`src/mbs_params.svh`:
```
// constants of the memory bus strobe and select block
`ifndef MBS_PARAMS_SVH
`define MBS_PARAMS_SVH

// ------------------------------------------------------------
// widths and field positions
// ------------------------------------------------------------
`define MBS_ADDR_W        24
`define MBS_DATA_W        16
`define MBS_TOP_BIT       23
`define MBS_IRQ_N         4
`define MBS_SVC_NMI       3'h4

// ------------------------------------------------------------
// reset values
// ------------------------------------------------------------
`define MBS_STROBE_IDLE   1'h1
`define MBS_ADDR_RST      24'h000000
`define MBS_DATA_RST      16'h0000

// ------------------------------------------------------------
// timing: reset hold in bus clock periods, i/o divider codes
// ------------------------------------------------------------
`define MBS_RESET_MIN_PERIODS 5
`define MBS_IODIV_W       3
`define MBS_IODIV_BASE    3'h2

`endif

```
`src/mbs_pkg.sv`:
```
// types shared by the memory bus strobe and select block
package mbs_pkg;

  typedef enum logic [2:0] {
    MBS_IDLE = 3'b000,
    MBS_T1   = 3'b001,
    MBS_T2   = 3'b010,
    MBS_T3   = 3'b011,
    MBS_TW   = 3'b100,
    MBS_T4   = 3'b101
  } mbs_state_t;

  typedef enum logic [1:0] {
    MBS_MEM_RD  = 2'b00,
    MBS_MEM_WR  = 2'b01,
    MBS_REFRESH = 2'b10,
    MBS_IO      = 2'b11
  } mbs_kind_t;

  // i/o clock divide code: factor is 2 * (code + 1)
  typedef enum logic [1:0] {
    MBS_DIV2 = 2'b00,
    MBS_DIV4 = 2'b01,
    MBS_DIV6 = 2'b10,
    MBS_DIV8 = 2'b11
  } mbs_iodiv_t;

endpackage : mbs_pkg

```
`src/mbs_bus_ctrl.sv`:
```
// memory bus controller: strobes, timing references, chip selects, wait and nmi
//
// Behaviour
// RQ1: write strobe low from close of T2 through close of T4.
// RQ2: byte enables accompanying write strobe select which bytes are stored.
// RQ3: nmi taken on falling edge, served ahead of the four maskable requests.
// RQ4: reset source holds reset low at least five bus clock periods.
// RQ5: after reset, top bit zero asserts rom select and pulls byte sense low.
// RQ6: rom select address range reprogrammable through chip select configuration.
// RQ7: a setting stops rom byte forcing so paired byte roms run as words.
// RQ8: after reset, top bit one asserts low ram select; high select is port pin.
// RQ9: without ram byte forcing, ram selects gated by low and high byte enables.
// RQ10: ram selects change with the address, no extra delay.
// RQ11: reference A falls at close of T2, rises at close of T4.
// RQ12: column reference falls at close of T3, rises at close of T4.
// RQ13: row reference falls at close of T1, rises at close of T4.
// RQ14: wait sampled on bus clock, or i/o clock for i/o, inserts wait states.
// RQ15: read strobe low from close of T1 through close of T4.
// RQ16: byte sense low on word operation runs extra low-lane transaction for other byte.
// RQ17: i/o clock is bus clock divided by two, four, six or eight, or disabled.
// RQ18: wait states stretch before T4, strobes held until wait seen released.
`timescale 1ns/10ps
`default_nettype none
`include "mbs_params.svh"

module mbs_bus_ctrl (
  input  wire logic                   clk,
  input  wire logic                   rst_n,
  // core request side
  input  wire logic                   req_valid,
  input  wire mbs_pkg::mbs_kind_t     req_kind,
  input  wire logic                   req_word,
  input  wire logic [`MBS_ADDR_W-1:0] req_addr,
  input  wire logic [`MBS_DATA_W-1:0] req_wdata,
  output logic                        req_ready,
  output logic                        done_pulse,
  output logic [`MBS_DATA_W-1:0]      rd_data,
  // chip select configuration
  input  wire logic                   cs_programmed,
  input  wire logic [`MBS_ADDR_W-1:0] rom_base,
  input  wire logic [`MBS_ADDR_W-1:0] rom_mask,
  input  wire logic                   rom_word_mode,
  input  wire logic                   ram_word_mode,
  input  wire logic                   ram_high_port_value,
  input  wire logic                   io_clock_enable,
  input  wire mbs_pkg::mbs_iodiv_t    io_div,
  // memory pins
  output logic [`MBS_ADDR_W-1:0]      addr_out,
  output logic [`MBS_DATA_W-1:0]      data_out,
  output logic                        data_oe,
  input  wire logic [`MBS_DATA_W-1:0] data_in,
  output logic                        memory_read_strobe_n,
  output logic                        memory_write_strobe_n,
  output logic                        high_byte_enable_n,
  output logic                        low_byte_enable_n,
  output logic                        timing_reference_a_n,
  output logic                        column_strobe_reference_n,
  output logic                        row_strobe_reference_n,
  output logic                        rom_select_n,
  output logic                        ram_select_low_n,
  output logic                        ram_select_high_n,
  input  wire logic                   byte_width_sense_in,
  output logic                        byte_width_sense_out,
  output logic                        byte_width_sense_oe,
  input  wire logic                   wait_n,
  output logic                        io_clock,
  // interrupt inputs and service code
  input  wire logic                   nmi_n,
  input  wire logic [`MBS_IRQ_N-1:0]  maskable_irq_inputs_n,
  input  wire logic                   int_ack,
  output logic                        int_valid,
  output logic [2:0]                  int_source
);
  import mbs_pkg::*;

  // ------------------------------------------------------------
  // pin synchronisers
  // ------------------------------------------------------------
  logic                   wait_s1_q, wait_s2_q;
  logic                   nmi_s1_q, nmi_s2_q, nmi_prev_q;
  logic [`MBS_IRQ_N-1:0]  irq_s1_q, irq_s2_q;
  logic                   sense_s1_q, sense_s2_q;
  logic [`MBS_DATA_W-1:0] din_s1_q, din_s2_q;

  always_ff @(posedge clk) begin
    if (!rst_n) begin
      wait_s1_q  <= 1'h1;
      wait_s2_q  <= 1'h1;
      nmi_s1_q   <= 1'h1;
      nmi_s2_q   <= 1'h1;
      nmi_prev_q <= 1'h1;
      irq_s1_q   <= '1;
      irq_s2_q   <= '1;
      sense_s1_q <= 1'h1;
      sense_s2_q <= 1'h1;
      din_s1_q   <= `MBS_DATA_RST;
      din_s2_q   <= `MBS_DATA_RST;
    end else begin
      wait_s1_q  <= wait_n;
      wait_s2_q  <= wait_s1_q;
      nmi_s1_q   <= nmi_n;
      nmi_s2_q   <= nmi_s1_q;
      nmi_prev_q <= nmi_s2_q;
      irq_s1_q   <= maskable_irq_inputs_n;
      irq_s2_q   <= irq_s1_q;
      sense_s1_q <= byte_width_sense_in;
      sense_s2_q <= sense_s1_q;
      din_s1_q   <= data_in;
      din_s2_q   <= din_s1_q;
    end
  end

  // ------------------------------------------------------------
  // i/o clock divider
  // ------------------------------------------------------------
  logic [`MBS_IODIV_W-1:0] io_cnt_q;
  logic [`MBS_IODIV_W-1:0] io_last;
  logic                    io_tick;

  // factor 2*(code+1); last count is factor-1
  assign io_last = `MBS_IODIV_W'({io_div, 1'b1});
  assign io_tick = !io_clock_enable || (io_cnt_q == io_last);

  always_ff @(posedge clk) begin
    if (!rst_n) begin
      io_cnt_q <= '0;
      io_clock <= 1'h0;
    end else if (!io_clock_enable) begin
      io_cnt_q <= '0; // RQ17
      io_clock <= 1'h0;
    end else begin
      io_cnt_q <= (io_cnt_q == io_last) ? '0 : io_cnt_q + 1'b1; // RQ17
      io_clock <= (io_cnt_q == io_last) || (io_cnt_q < io_div); // RQ17
    end
  end

  // ------------------------------------------------------------
  // transaction sequencer
  // ------------------------------------------------------------
  mbs_state_t             state_q, state_d;
  mbs_kind_t              kind_q;
  logic                   word_q, second_q;
  logic [`MBS_ADDR_W-1:0] cur_addr_q;
  logic [`MBS_DATA_W-1:0] wdata_q;
  logic                   step, start, split;

  // i/o cycles advance on the divided clock, memory on every edge
  assign step  = (kind_q == MBS_IO) ? io_tick : 1'b1;
  assign start = (state_q == MBS_IDLE) && req_valid;
  // the byte device pulled sense low: a word needs a second low-lane cycle
  assign split = word_q && !second_q && !sense_s2_q && (kind_q != MBS_REFRESH); // RQ16

  always_comb begin
    state_d = state_q;
    unique case (state_q)
      MBS_IDLE: if (req_valid) state_d = MBS_T1;
      MBS_T1:   if (step) state_d = MBS_T2;
      MBS_T2:   if (step) state_d = MBS_T3;
      // wait sampled each step; strobes stay while wait stays low
      MBS_T3, MBS_TW: if (step) state_d = wait_s2_q ? MBS_T4 : MBS_TW; // RQ14 RQ18
      MBS_T4:   if (step) state_d = split ? MBS_T1 : MBS_IDLE; // RQ16
      default:  state_d = MBS_IDLE;
    endcase
  end

  always_ff @(posedge clk) begin
    if (!rst_n) begin
      state_q    <= MBS_IDLE;
      kind_q     <= MBS_MEM_RD;
      word_q     <= 1'h0;
      second_q   <= 1'h0;
      cur_addr_q <= `MBS_ADDR_RST;
      wdata_q    <= `MBS_DATA_RST;
    end else begin
      state_q <= state_d;
      if (start) begin
        kind_q     <= req_kind;
        word_q     <= req_word;
        second_q   <= 1'h0;
        cur_addr_q <= req_addr;
        wdata_q    <= req_wdata;
      end else if (state_q == MBS_T4 && step && split) begin
        second_q   <= 1'h1; // RQ16
        cur_addr_q <= cur_addr_q + 1'b1;
        wdata_q    <= {8'h00, wdata_q[15:8]};
      end
    end
  end

  // ------------------------------------------------------------
  // address decode and chip selects
  // ------------------------------------------------------------
  logic [`MBS_ADDR_W-1:0] nxt_addr;
  logic                   nxt_mem, nxt_rom, nxt_ram, nxt_ble, nxt_bhe, nxt_force;
  logic                   cyc_force_q;

  always_comb begin
    nxt_addr = cur_addr_q;
    nxt_mem  = (kind_q == MBS_MEM_RD) || (kind_q == MBS_MEM_WR);
    if (start) begin
      nxt_addr = req_addr;
      nxt_mem  = (req_kind == MBS_MEM_RD) || (req_kind == MBS_MEM_WR);
    end else if (state_q == MBS_T4 && step && split) begin
      nxt_addr = cur_addr_q + 1'b1;
    end
    // default map by top bit until the range is programmed
    nxt_rom = nxt_mem && (cs_programmed ? ((nxt_addr & rom_mask) == rom_base)
                                        : !nxt_addr[`MBS_TOP_BIT]); // RQ5 RQ6
    nxt_ram = nxt_mem && !nxt_rom && nxt_addr[`MBS_TOP_BIT]; // RQ8
    // second half of a split word always rides the low lane
    if (start) begin
      nxt_ble = !req_word ? !req_addr[0] : 1'b1;
      nxt_bhe = !req_word ? req_addr[0] : 1'b1;
    end else if (second_q || (state_q == MBS_T4 && step && split)) begin
      nxt_ble = 1'b1; // RQ16
      nxt_bhe = 1'b0;
    end else begin
      nxt_ble = !word_q ? !cur_addr_q[0] : 1'b1;
      nxt_bhe = !word_q ? cur_addr_q[0] : 1'b1;
    end
    nxt_force = (nxt_rom && !rom_word_mode) || (nxt_ram && !ram_word_mode); // RQ7
  end

  // selects are registered with the address so they move together
  always_ff @(posedge clk) begin
    if (!rst_n) begin
      addr_out           <= `MBS_ADDR_RST;
      rom_select_n       <= `MBS_STROBE_IDLE;
      ram_select_low_n   <= `MBS_STROBE_IDLE;
      ram_select_high_n  <= `MBS_STROBE_IDLE;
      low_byte_enable_n  <= `MBS_STROBE_IDLE;
      high_byte_enable_n <= `MBS_STROBE_IDLE;
      cyc_force_q        <= 1'h0;
    end else if (state_d == MBS_IDLE) begin
      rom_select_n       <= `MBS_STROBE_IDLE;
      ram_select_low_n   <= `MBS_STROBE_IDLE;
      ram_select_high_n  <= ram_word_mode ? `MBS_STROBE_IDLE : !ram_high_port_value; // RQ8
      low_byte_enable_n  <= `MBS_STROBE_IDLE;
      high_byte_enable_n <= `MBS_STROBE_IDLE;
      cyc_force_q        <= 1'h0;
    end else begin
      addr_out           <= nxt_addr; // RQ10
      rom_select_n       <= !nxt_rom; // RQ5
      low_byte_enable_n  <= !nxt_ble; // RQ2
      high_byte_enable_n <= !nxt_bhe; // RQ2
      cyc_force_q        <= nxt_force;
      if (ram_word_mode) begin
        ram_select_low_n  <= !(nxt_ram && nxt_ble); // RQ9 RQ10
        ram_select_high_n <= !(nxt_ram && nxt_bhe); // RQ9 RQ10
      end else begin
        ram_select_low_n  <= !nxt_ram; // RQ8
        ram_select_high_n <= !ram_high_port_value; // RQ8
      end
    end
  end

  // open-drain byte sense: drive low only while a forcing range is hit
  always_ff @(posedge clk) begin
    if (!rst_n) begin
      byte_width_sense_out <= 1'h0;
      byte_width_sense_oe  <= 1'h0;
    end else begin
      byte_width_sense_out <= 1'h0;
      byte_width_sense_oe  <= (state_d != MBS_IDLE) && nxt_force; // RQ5 RQ7 RQ8
    end
  end

  // ------------------------------------------------------------
  // strobes and timing references
  // ------------------------------------------------------------
  logic in_t2_t4, in_t3_t4, in_tw_t4, is_mem, is_ref;

  assign in_t2_t4 = (state_d == MBS_T2) || (state_d == MBS_T3) || (state_d == MBS_TW) || (state_d == MBS_T4);
  assign in_t3_t4 = (state_d == MBS_T3) || (state_d == MBS_TW) || (state_d == MBS_T4);
  // waits only follow T3, so the column reference stays low through them
  assign in_tw_t4 = (state_d == MBS_TW) || (state_d == MBS_T4);
  assign is_mem   = (kind_q == MBS_MEM_RD) || (kind_q == MBS_MEM_WR) || (kind_q == MBS_REFRESH);
  assign is_ref   = is_mem && !start;

  always_ff @(posedge clk) begin
    if (!rst_n) begin
      memory_read_strobe_n      <= `MBS_STROBE_IDLE;
      memory_write_strobe_n     <= `MBS_STROBE_IDLE;
      row_strobe_reference_n    <= `MBS_STROBE_IDLE;
      timing_reference_a_n      <= `MBS_STROBE_IDLE;
      column_strobe_reference_n <= `MBS_STROBE_IDLE;
    end else begin
      memory_read_strobe_n      <= !(is_ref && kind_q == MBS_MEM_RD && in_t2_t4); // RQ15
      memory_write_strobe_n     <= !(is_ref && kind_q == MBS_MEM_WR && in_t3_t4); // RQ1
      row_strobe_reference_n    <= !(is_ref && in_t2_t4); // RQ13
      timing_reference_a_n      <= !(is_ref && in_t3_t4); // RQ11
      column_strobe_reference_n <= !(is_ref && in_tw_t4); // RQ12
    end
  end

  // ------------------------------------------------------------
  // data path and core handshake
  // ------------------------------------------------------------
  always_ff @(posedge clk) begin
    if (!rst_n) begin
      data_out   <= `MBS_DATA_RST;
      data_oe    <= 1'h0;
      rd_data    <= `MBS_DATA_RST;
      done_pulse <= 1'h0;
      req_ready  <= 1'h0;
    end else begin
      data_out   <= wdata_q;
      data_oe    <= (kind_q == MBS_MEM_WR) && in_t2_t4 && !start;
      done_pulse <= (state_q == MBS_T4) && step && !split;
      req_ready  <= (state_d == MBS_IDLE) && !start;
      // refresh leaves the last read data standing
      if (state_q == MBS_T4 && step && (kind_q == MBS_MEM_RD || kind_q == MBS_IO)) begin
        if (second_q)
          rd_data[15:8] <= din_s2_q[7:0]; // RQ16
        else
          rd_data <= din_s2_q;
      end
    end
  end

  // ------------------------------------------------------------
  // interrupt intake: nmi latched on falling edge, ahead of irqs
  // ------------------------------------------------------------
  logic nmi_pend_q;

  always_ff @(posedge clk) begin
    if (!rst_n) begin
      nmi_pend_q <= 1'h0;
    end else if (nmi_prev_q && !nmi_s2_q) begin
      nmi_pend_q <= 1'h1; // RQ3
    end else if (int_ack && int_source == `MBS_SVC_NMI) begin
      nmi_pend_q <= 1'h0;
    end
  end

  always_ff @(posedge clk) begin
    if (!rst_n) begin
      int_valid  <= 1'h0;
      int_source <= 3'h0;
    end else begin
      int_valid <= nmi_pend_q || (irq_s2_q != '1);
      if (nmi_pend_q)
        int_source <= `MBS_SVC_NMI; // RQ3
      else if (!irq_s2_q[0])
        int_source <= 3'h0;
      else if (!irq_s2_q[1])
        int_source <= 3'h1;
      else if (!irq_s2_q[2])
        int_source <= 3'h2;
      else
        int_source <= 3'h3;
    end
  end

endmodule : mbs_bus_ctrl
`default_nettype wire

```
`config.mk`:
```
export PLATFORM = sky130hd
export DESIGN_NAME = mbs_bus_ctrl
export DESIGN_NICKNAME = d
export VERILOG_FILES = /design/src/mbs_pkg.sv /design/src/mbs_bus_ctrl.sv
export VERILOG_INCLUDE_DIRS = /design/src
export SDC_FILE = /design/constraint.sdc
export NUM_CORES = 1
export LEC_CHECK = 0
export BUFFER_PORTS_ARGS = -buffer_cell sky130_fd_sc_hd__buf_2
export CORE_ASPECT_RATIO = 0.5
export CORE_MARGIN = 3
export CORE_UTILIZATION = 53
export CTS_CLUSTER_DIAMETER = 200
export DETAILED_ROUTE_END_ITERATION = 10
export GPL_TIMING_DRIVEN = 0
export PLACE_DENSITY = 0.76
export SLEW_MARGIN = 20
export SYNTH_ARGS = -nofsm -noshare
export SYNTH_HDL_FRONTEND = slang
export SYNTH_SLANG_ARGS = --single-unit
export TNS_END_PERCENT = 100
```
`constraint.sdc`:
```
create_clock -name clk -period 4.2 [get_ports clk]
set_input_delay 0.21 -clock clk [delete_from_list [all_inputs] [get_ports clk]]
set_output_delay 0.21 -clock clk [all_outputs]
set_load 0.1 [all_outputs]
```
==> results of run 1 <==
==> per-layer routing <==
metal | GRT usage | up-vias | routed length, microns
li1 | - | 3581 | -
met1 | 0.449 | 3654 | 11700
met2 | 0.515 | 459 | 11900
met3 | 0.0677 | 65 | 2620
met4 | 0.104 | 0 | 615
met5 | 0 | - | 0
==> path summary, 6_finish.rpt <==
kind / start / endpoint / cells past startpoint
max reg2reg: kind_q[0]$_SDFFE_PN0P_ / rom_select_n$_SDFF_PP1_ / 12
min: req_wdata[11] / wdata_q[11]$_SDFFE_PN0P_ / 3
max: kind_q[0]$_SDFFE_PN0P_ / rom_select_n$_SDFF_PP1_ / 12
min reg2reg: irq_s1_q[0]$_SDFF_PN1_ / irq_s2_q[0]$_SDFF_PN1_ / 1
==> cell usage after synthesis (3+ instances only) <==
cell type  number
dfxtp_1       173
nor2_1         95
and2_1         76
nand2_1        64
clkbuf_1       49
mux2i_1        42
a21oi_1        31
nand3_1        30
nand2b_1       25
inv_1          23
o21ai_0        18
xnor2_1        17
a31oi_1        16
nor4_1         16
nand4_1        14
nor2b_1        14
a211oi_1       12
nor3_1         12
o31ai_1        11
or4_1          11
and3_1         10
a311oi_1        9
ha_1            8
a2111oi_0       7
and3b_1         7
and4_1          7
o22ai_1         6
or3_1           5
a41oi_1         4
buf_1           4
a21o_1          3
a32oi_1         3
nand3b_1        3
nor3b_1         3
nor4b_1         3
o2111ai_1       3
o211ai_1        3
xor2_1          3
==> worst min-delay path, delay by kind of cell <==
family                 cells  cell delay [ps]
AO/OA/AOI/OAI              1               50
AND/OR/NAND/NOR            1               40
buffers and inverters      1              100
==> cells by family after synthesis <==
group / Yosys count / synth area share
AO/OA/AOI/OAI: 148 / 0.136
adder cells (fa/ha/maj): 8 / 0.0130
XOR/XNOR: 20 / 0.0228
multiplexers: 44 / 0.0576
AND/OR/NAND/NOR: 402 / 0.281
flip-flops: 173 / 0.450
other: 1 / 0.000488
buffers and inverters: 78 / 0.0387
==> what timing repair did <==
action / 4_1_cts / 5_1_grt
endpoints found under the hold margin: 23 / 0
hold buffers: 23 / 0
resized for setup: 8 / 20
cloned: 0 / 0
buffers inserted: 1 / 5
pin swaps: 1 / 2
endpoints found under the setup margin: 6 / 18
==> sequential cells by signal, summed over array words and instances, names as in the netlist, 2 cells and up <==
signal / flops
data_out: 16
kind_q: 2
din_s1_q: 16
state_q: 3
int_source: 3
wdata_q: 16
rd_data: 16
addr_out: 24
irq_s1_q: 4
din_s2_q: 16
irq_s2_q: 4
io_cnt_q: 3
cur_addr_q: 24
==> final cells by class <==
cell class              count  share of cell area
multi-input cells         623               0.406
clock buffers              18              0.0434
repair buffers            228               0.129
flip-flops and latches    173               0.350
plain buffers              55              0.0224
well taps                 192              0.0243
inverters                  23             0.00873
clock inverters            14              0.0165
==> metrics by stage <==
step           hold WS, ps  setup slack (ps)  TNS, ps
2_1_floorplan          299               686        0
3_5_place_dp           393              -645    -2310
4_1_cts               6.80              45.8        0
5_1_grt               1.76              83.0        0
6_report              2.58               180        0
3_3_place_gp           389              -581    -2020
==> report_power, final <==
part / leakage, nW / switching, mW / internal (mW) / total, mW
registers: 1.42 / 0.148 / 1.86 / 2.01
clock network: 0.289 / 0.793 / 0.806 / 1.60
logic: 2.41 / 1.61 / 0.535 / 2.14
==> results.py, run 1 <==
metrics = {
    "pwr": {
        "irDropWorstVdd_mv": 0.291,
        "powerDensity_nw_per_um2": 582,
        "leakage_nw": 4.12,
        "power.total_mw": 5.75,
    },
    "run": {
        "max_cap_viol_count": 0,
    },
    "grt": {
        "grt_pass1_vias": 7477,
        "antenna_found_initial": 0,
        "grt_max_degree": 20,
        "grt.overflow.total": 0,
        "grt_usage": 0.326,
        "grt_pass1_wl_microns": 41200,
    },
    "setup_path": {
        "crit_type": "flop to flop",
        "crit_required_ps": 4520,
        "crit_path_top_delay_cell": "nor4_1",
        "crit_buf_inv": 2,
        "worstPathMaxFanout": 10,
        "cp_cell_sequence": "inv_1 -> ha_1 -> nor4b_4 -> nand2_2 -> clkbuf_2 -> nor4_1 -> mux2i_1 -> o2111a_1 -> nand3_1 -> a2111oi_4 -> nand3_2 -> a21o_1",
        "rrSetupSlack_ps": 180,
        "cp-end-kind": "flop",
        "crit_family": "simple AND/OR/NAND/NOR gates",
        "cp.arrival_ps": 4340,
        "start_kind": "flop",
        "max_stage_delay_ps": 740,
    },
    "sta": {
        "worst_pin_slew_ps": 947,
        "final.min_clock_period_ps": 4020,
        "fmax_mhz": 249,
        "rsz0062_at_grt": "false",
        "relSlewSlack": 0.368,
        "setup_viol": 0,
        "hold_viol": 0,
        "slew_viol_final": 0,
        "fin_crit_sh": 0.957,
        "fin_skew_ps": 14.6,
    },
    "run_status": {
        "status": "complete, no violations",
    },
    "layout": {
        "final_core_util": 0.714,
        "register_area_sq_um": 3460,
        "layout-drive-gt1-share": 0.236,
        "syn_to_final_growth_pct": 28.6,
        "instances_no_fill": 1326,
        "layout_common_cells": "buf_2, dfxtp_1, nor2_1",
        "final_common_cell": "buf_2",
        "nets": 1254,
        "multi_input_area_sq_um": 4010,
        "nFillCells": 1069,
        "final_area_sq_um": 9890,
        "diodes": 0,
    },
    "clock_network": {
        "cts_htree_levels": 4,
        "root_buffer": "clkbuf_16",
        "clk_pin_slew_ps": 80,
        "clockBufferDepth": 2,
        "numCtsBuffers": 17,
        "cts_tree": "built",
        "clk_latency_ps": 440,
        "clkSinkCount": 173,
    },
    "place": {
        "placed_area_sq_um": 8940,
        "port_buffers": 199,
        "routabilityCongestion": 0.965,
        "dpl.hpwl_microns": 19500,
        "dp_cells": 1265,
    },
    "floorplan": {
        "die-height_microns": 91.2,
        "ios": 201,
        "core_area_sq_um": 13900,
        "rows": 30,
        "dieArea_sq_um": 16100,
        "initial_core_util": 0.555,
        "dieWidth_microns": 176,
    },
    "synth": {
        "synth_top_cell_by_area": "dfxtp_1",
        "synth.yosys.seq_area_share": 0.450,
        "synth-main-ff-cell": "dfxtp_1",
        "synth_top_area_frac": 0.450,
        "ys_async_sr_fraction": 0,
        "yosys-top-cells-area": "dfxtp_1, and2_1, mux2i_1",
        "yosys_warnings": 0,
        "synth.ff_latch_count": 173,
        "synth_cells": 874,
        "synth_cell_types": 67,
        "synth-edff-count": 0,
        "synth_area_sq_um": 7690,
        "syn_area_per_cell_sq_um": 8.80,
        "syn-num-nets": 1007,
    },
    "route": {
        "drc": 0,
        "first_pass_iters": 7,
        "num_vias": 7759,
        "wl_per_cell_microns": 20.3,
        "via_per_inst": 5.85,
        "drt_iter0_markers": 906,
        "ant_nets": 0,
        "drt-total-wl_microns": 26900,
    },
    "hold_path": {
        "hold_path_class": "input port to flop",
    },
}
Power figures use the tool's default switching activity.
==> inputs of run 2 (changes only) <==
CELL_PAD_IN_SITES_DETAIL_PLACEMENT = 0   (was default)
CELL_PAD_IN_SITES_GLOBAL_PLACEMENT = 1   (was default)
CORE_UTILIZATION = 39   (was 53)
==> run 2 against run 1 <==
  * Sequential share of layout area fell by 0.42 points
  * Global-route usage fell by 6.5 points
  * Critical endpoint is now byte_width_sense_oe$_SDFF_PN0_
  * Largest cell class unchanged
  * Sequential power barely moved
  * First-iteration DRC count fell by 39%
  * Sequential cell count did not move
  * Total power rose by 1.1%
  * Highest routed layer unchanged
==> results.py, run 2 (synthesis results as in run 1) <==
metrics = {
    "place": {
        "dpl.hpwl_microns": 21300,
        "port_buffers": 199,
        "routabilityCongestion": 0.901,
        "place_ws_ps": -1030,
    },
    "setup_path": {
        "crit_required_ps": 4530,
        "crit_family": "simple AND/OR/NAND/NOR gates",
        "cp_cell_sequence": "inv_1 -> ha_1 -> or4b_4 -> nor2_2 -> nand2_1 -> nor3_1 -> xnor2_1 -> a311o_1 -> nor4_4 -> nand3_2 -> a21bo_1",
        "crit_type": "flop to flop",
        "cp.arrival_ps": 4430,
        "worstPathMaxFanout": 10,
        "crit_buf_inv": 1,
        "cp-end-kind": "flop",
        "start_kind": "flop",
        "crit_path_top_delay_cell": "or4b_4",
        "max_stage_delay_ps": 570,
    },
    "clock_network": {
        "clk_latency_ps": 440,
        "cts_tree": "built",
        "clockBufferDepth": 2,
        "root_buffer": "clkbuf_16",
        "numCtsBuffers": 17,
        "cts_htree_levels": 4,
        "clkSinkCount": 173,
        "clk_pin_slew_ps": 80,
    },
    "layout": {
        "layout_common_cells": "buf_2, dfxtp_1, nor2_1",
        "syn_to_final_growth_pct": 30.1,
        "layout-drive-gt1-share": 0.235,
        "nets": 1254,
        "reg_top3": "addr_out: 24 flops, cur_addr_q: 24 flops",
        "final_common_cell": "buf_2",
        "nFillCells": 1868,
    },
    "pwr": {
        "p_seq_frac": 0.345,
        "pwr-share-comb": 0.371,
        "power.total_mw": 5.82,
        "switchingPower_mw": 2.55,
        "p_int_mw": 3.26,
        "leakage_nw": 4.12,
        "powerDensity_nw_per_um2": 582,
        "irDropWorstVdd_mv": 0.295,
        "clockPowerShare": 0.284,
        "p_sw_frac": 0.439,
    },
    "sta": {
        "hold_viol": 0,
        "slew_viol_final": 0,
        "worst_pin_slew_ps": 981,
        "setup_slack_ps": 101,
        "fin_skew_ps": 13.1,
        "fin_setup_tns_ps": 0,
        "whs_ps": 10.6,
        "rsz0062_at_grt": "false",
        "final.min_clock_period_ps": 4100,
        "relSlewSlack": 0.346,
        "fin_crit_sh": 0.976,
        "setup_viol": 0,
        "fmax_mhz": 244,
    },
    "floorplan": {
        "ios": 201,
        "dieArea_sq_um": 21500,
        "core_area_sq_um": 18900,
        "die-height_microns": 105,
        "dieWidth_microns": 205,
        "rows": 35,
        "initial_core_util": 0.407,
    },
    "grt": {
        "grt_max_degree": 19,
        "grt_usage": 0.261,
        "grt_pass1_vias": 7354,
        "antenna_found_initial": 1,
        "grt.overflow.total": 0,
        "grt_pass1_wl_microns": 42900,
    },
    "route": {
        "ant_nets": 0,
        "drc": 0,
        "first_pass_iters": 5,
        "wl_per_cell_microns": 20.4,
        "drt_iter0_markers": 552,
        "via_per_inst": 5.37,
        "num_vias": 7482,
        "drt-total-wl_microns": 28400,
    },
    "hold_path": {
        "hold_path_class": "input port to flop",
    },
    "run": {
        "max_cap_viol_count": 0,
    },
    "run_status": {
        "status": "complete, no violations",
    },
}
[run 2: power groups by stage]
stage	Combinational (mW)	Clock, mW	Sequential [mW]
4_1_cts	2.13	1.67	2.01
6_report	2.16	1.65	2.01
3_5_place_dp	2.10	0	2.04
3_3_place_gp	2.09	0	2.04
5_1_grt	2.28	1.74	2.03
2_1_floorplan	0.763	0	2.83
[run 2: cell type report]
| class | instances | area, sq um | share of cell area |
|---|---|---|---|
| diodes | 1 | 2.50 | 0.000250 |
| plain buffers | 55 | 221 | 0.0221 |
| clock buffers | 18 | 439 | 0.0439 |
| clock inverters | 14 | 173 | 0.0173 |
| inverters | 23 | 86.3 | 0.00863 |
| multi-input cells | 623 | 4020 | 0.402 |
| flip-flops and latches | 173 | 3460 | 0.346 |
| well taps | 259 | 324 | 0.0324 |
| repair buffers | 228 | 1270 | 0.127 |
[run 2: path summary, 6_finish.rpt]
check                          from                              to  slack [ps]  depth (start not counted)
min reg2reg  irq_s1_q[2]$_SDFF_PN1_          irq_s2_q[2]$_SDFF_PN1_         400                          1
max          kind_q[0]$_SDFFE_PN0P_  byte_width_sense_oe$_SDFF_PN0_         100                         11
min                   req_wdata[11]        wdata_q[11]$_SDFFE_PN0P_          10                          3
max reg2reg  kind_q[0]$_SDFFE_PN0P_  byte_width_sense_oe$_SDFF_PN0_         100                         11
[run 2: routing by layer]
metal,GRT usage,vias up,wire [microns]
li1,-,3596,-
met1,0.374,3582,13500
met2,0.410,270,12700
met3,0.0395,34,1770
met4,0.0716,0,431
met5,0,-,0
[run 2: stage by stage]
stage          std cells  utilization  area (sq um)
2_1_floorplan        874            -          7690
3_3_place_gp        1332        0.477          9010
3_5_place_dp        1332        0.478          9020
4_1_cts             1389        0.526          9920
5_1_grt             1394        0.530         10000
6_report            1394        0.530         10000
[run 2: worst register-to-register path: stages, from the launching register on]
cell	delay (ps)
dfxtp_1	420
inv_1	90
ha_1	250
or4b_4	570
nor2_2	340
nand2_1	440
nor3_1	550
xnor2_1	170
a311o_1	420
nor4_4	350
nand3_2	170
a21bo_1	230
[run 2: what timing repair did]
item,4_1_cts,5_1_grt
resized for setup,12,14
setup buffers,1,4
endpoints found under the setup margin,19,19
endpoints found under the hold margin,24,0
pin swaps,2,5
hold buffers,24,0
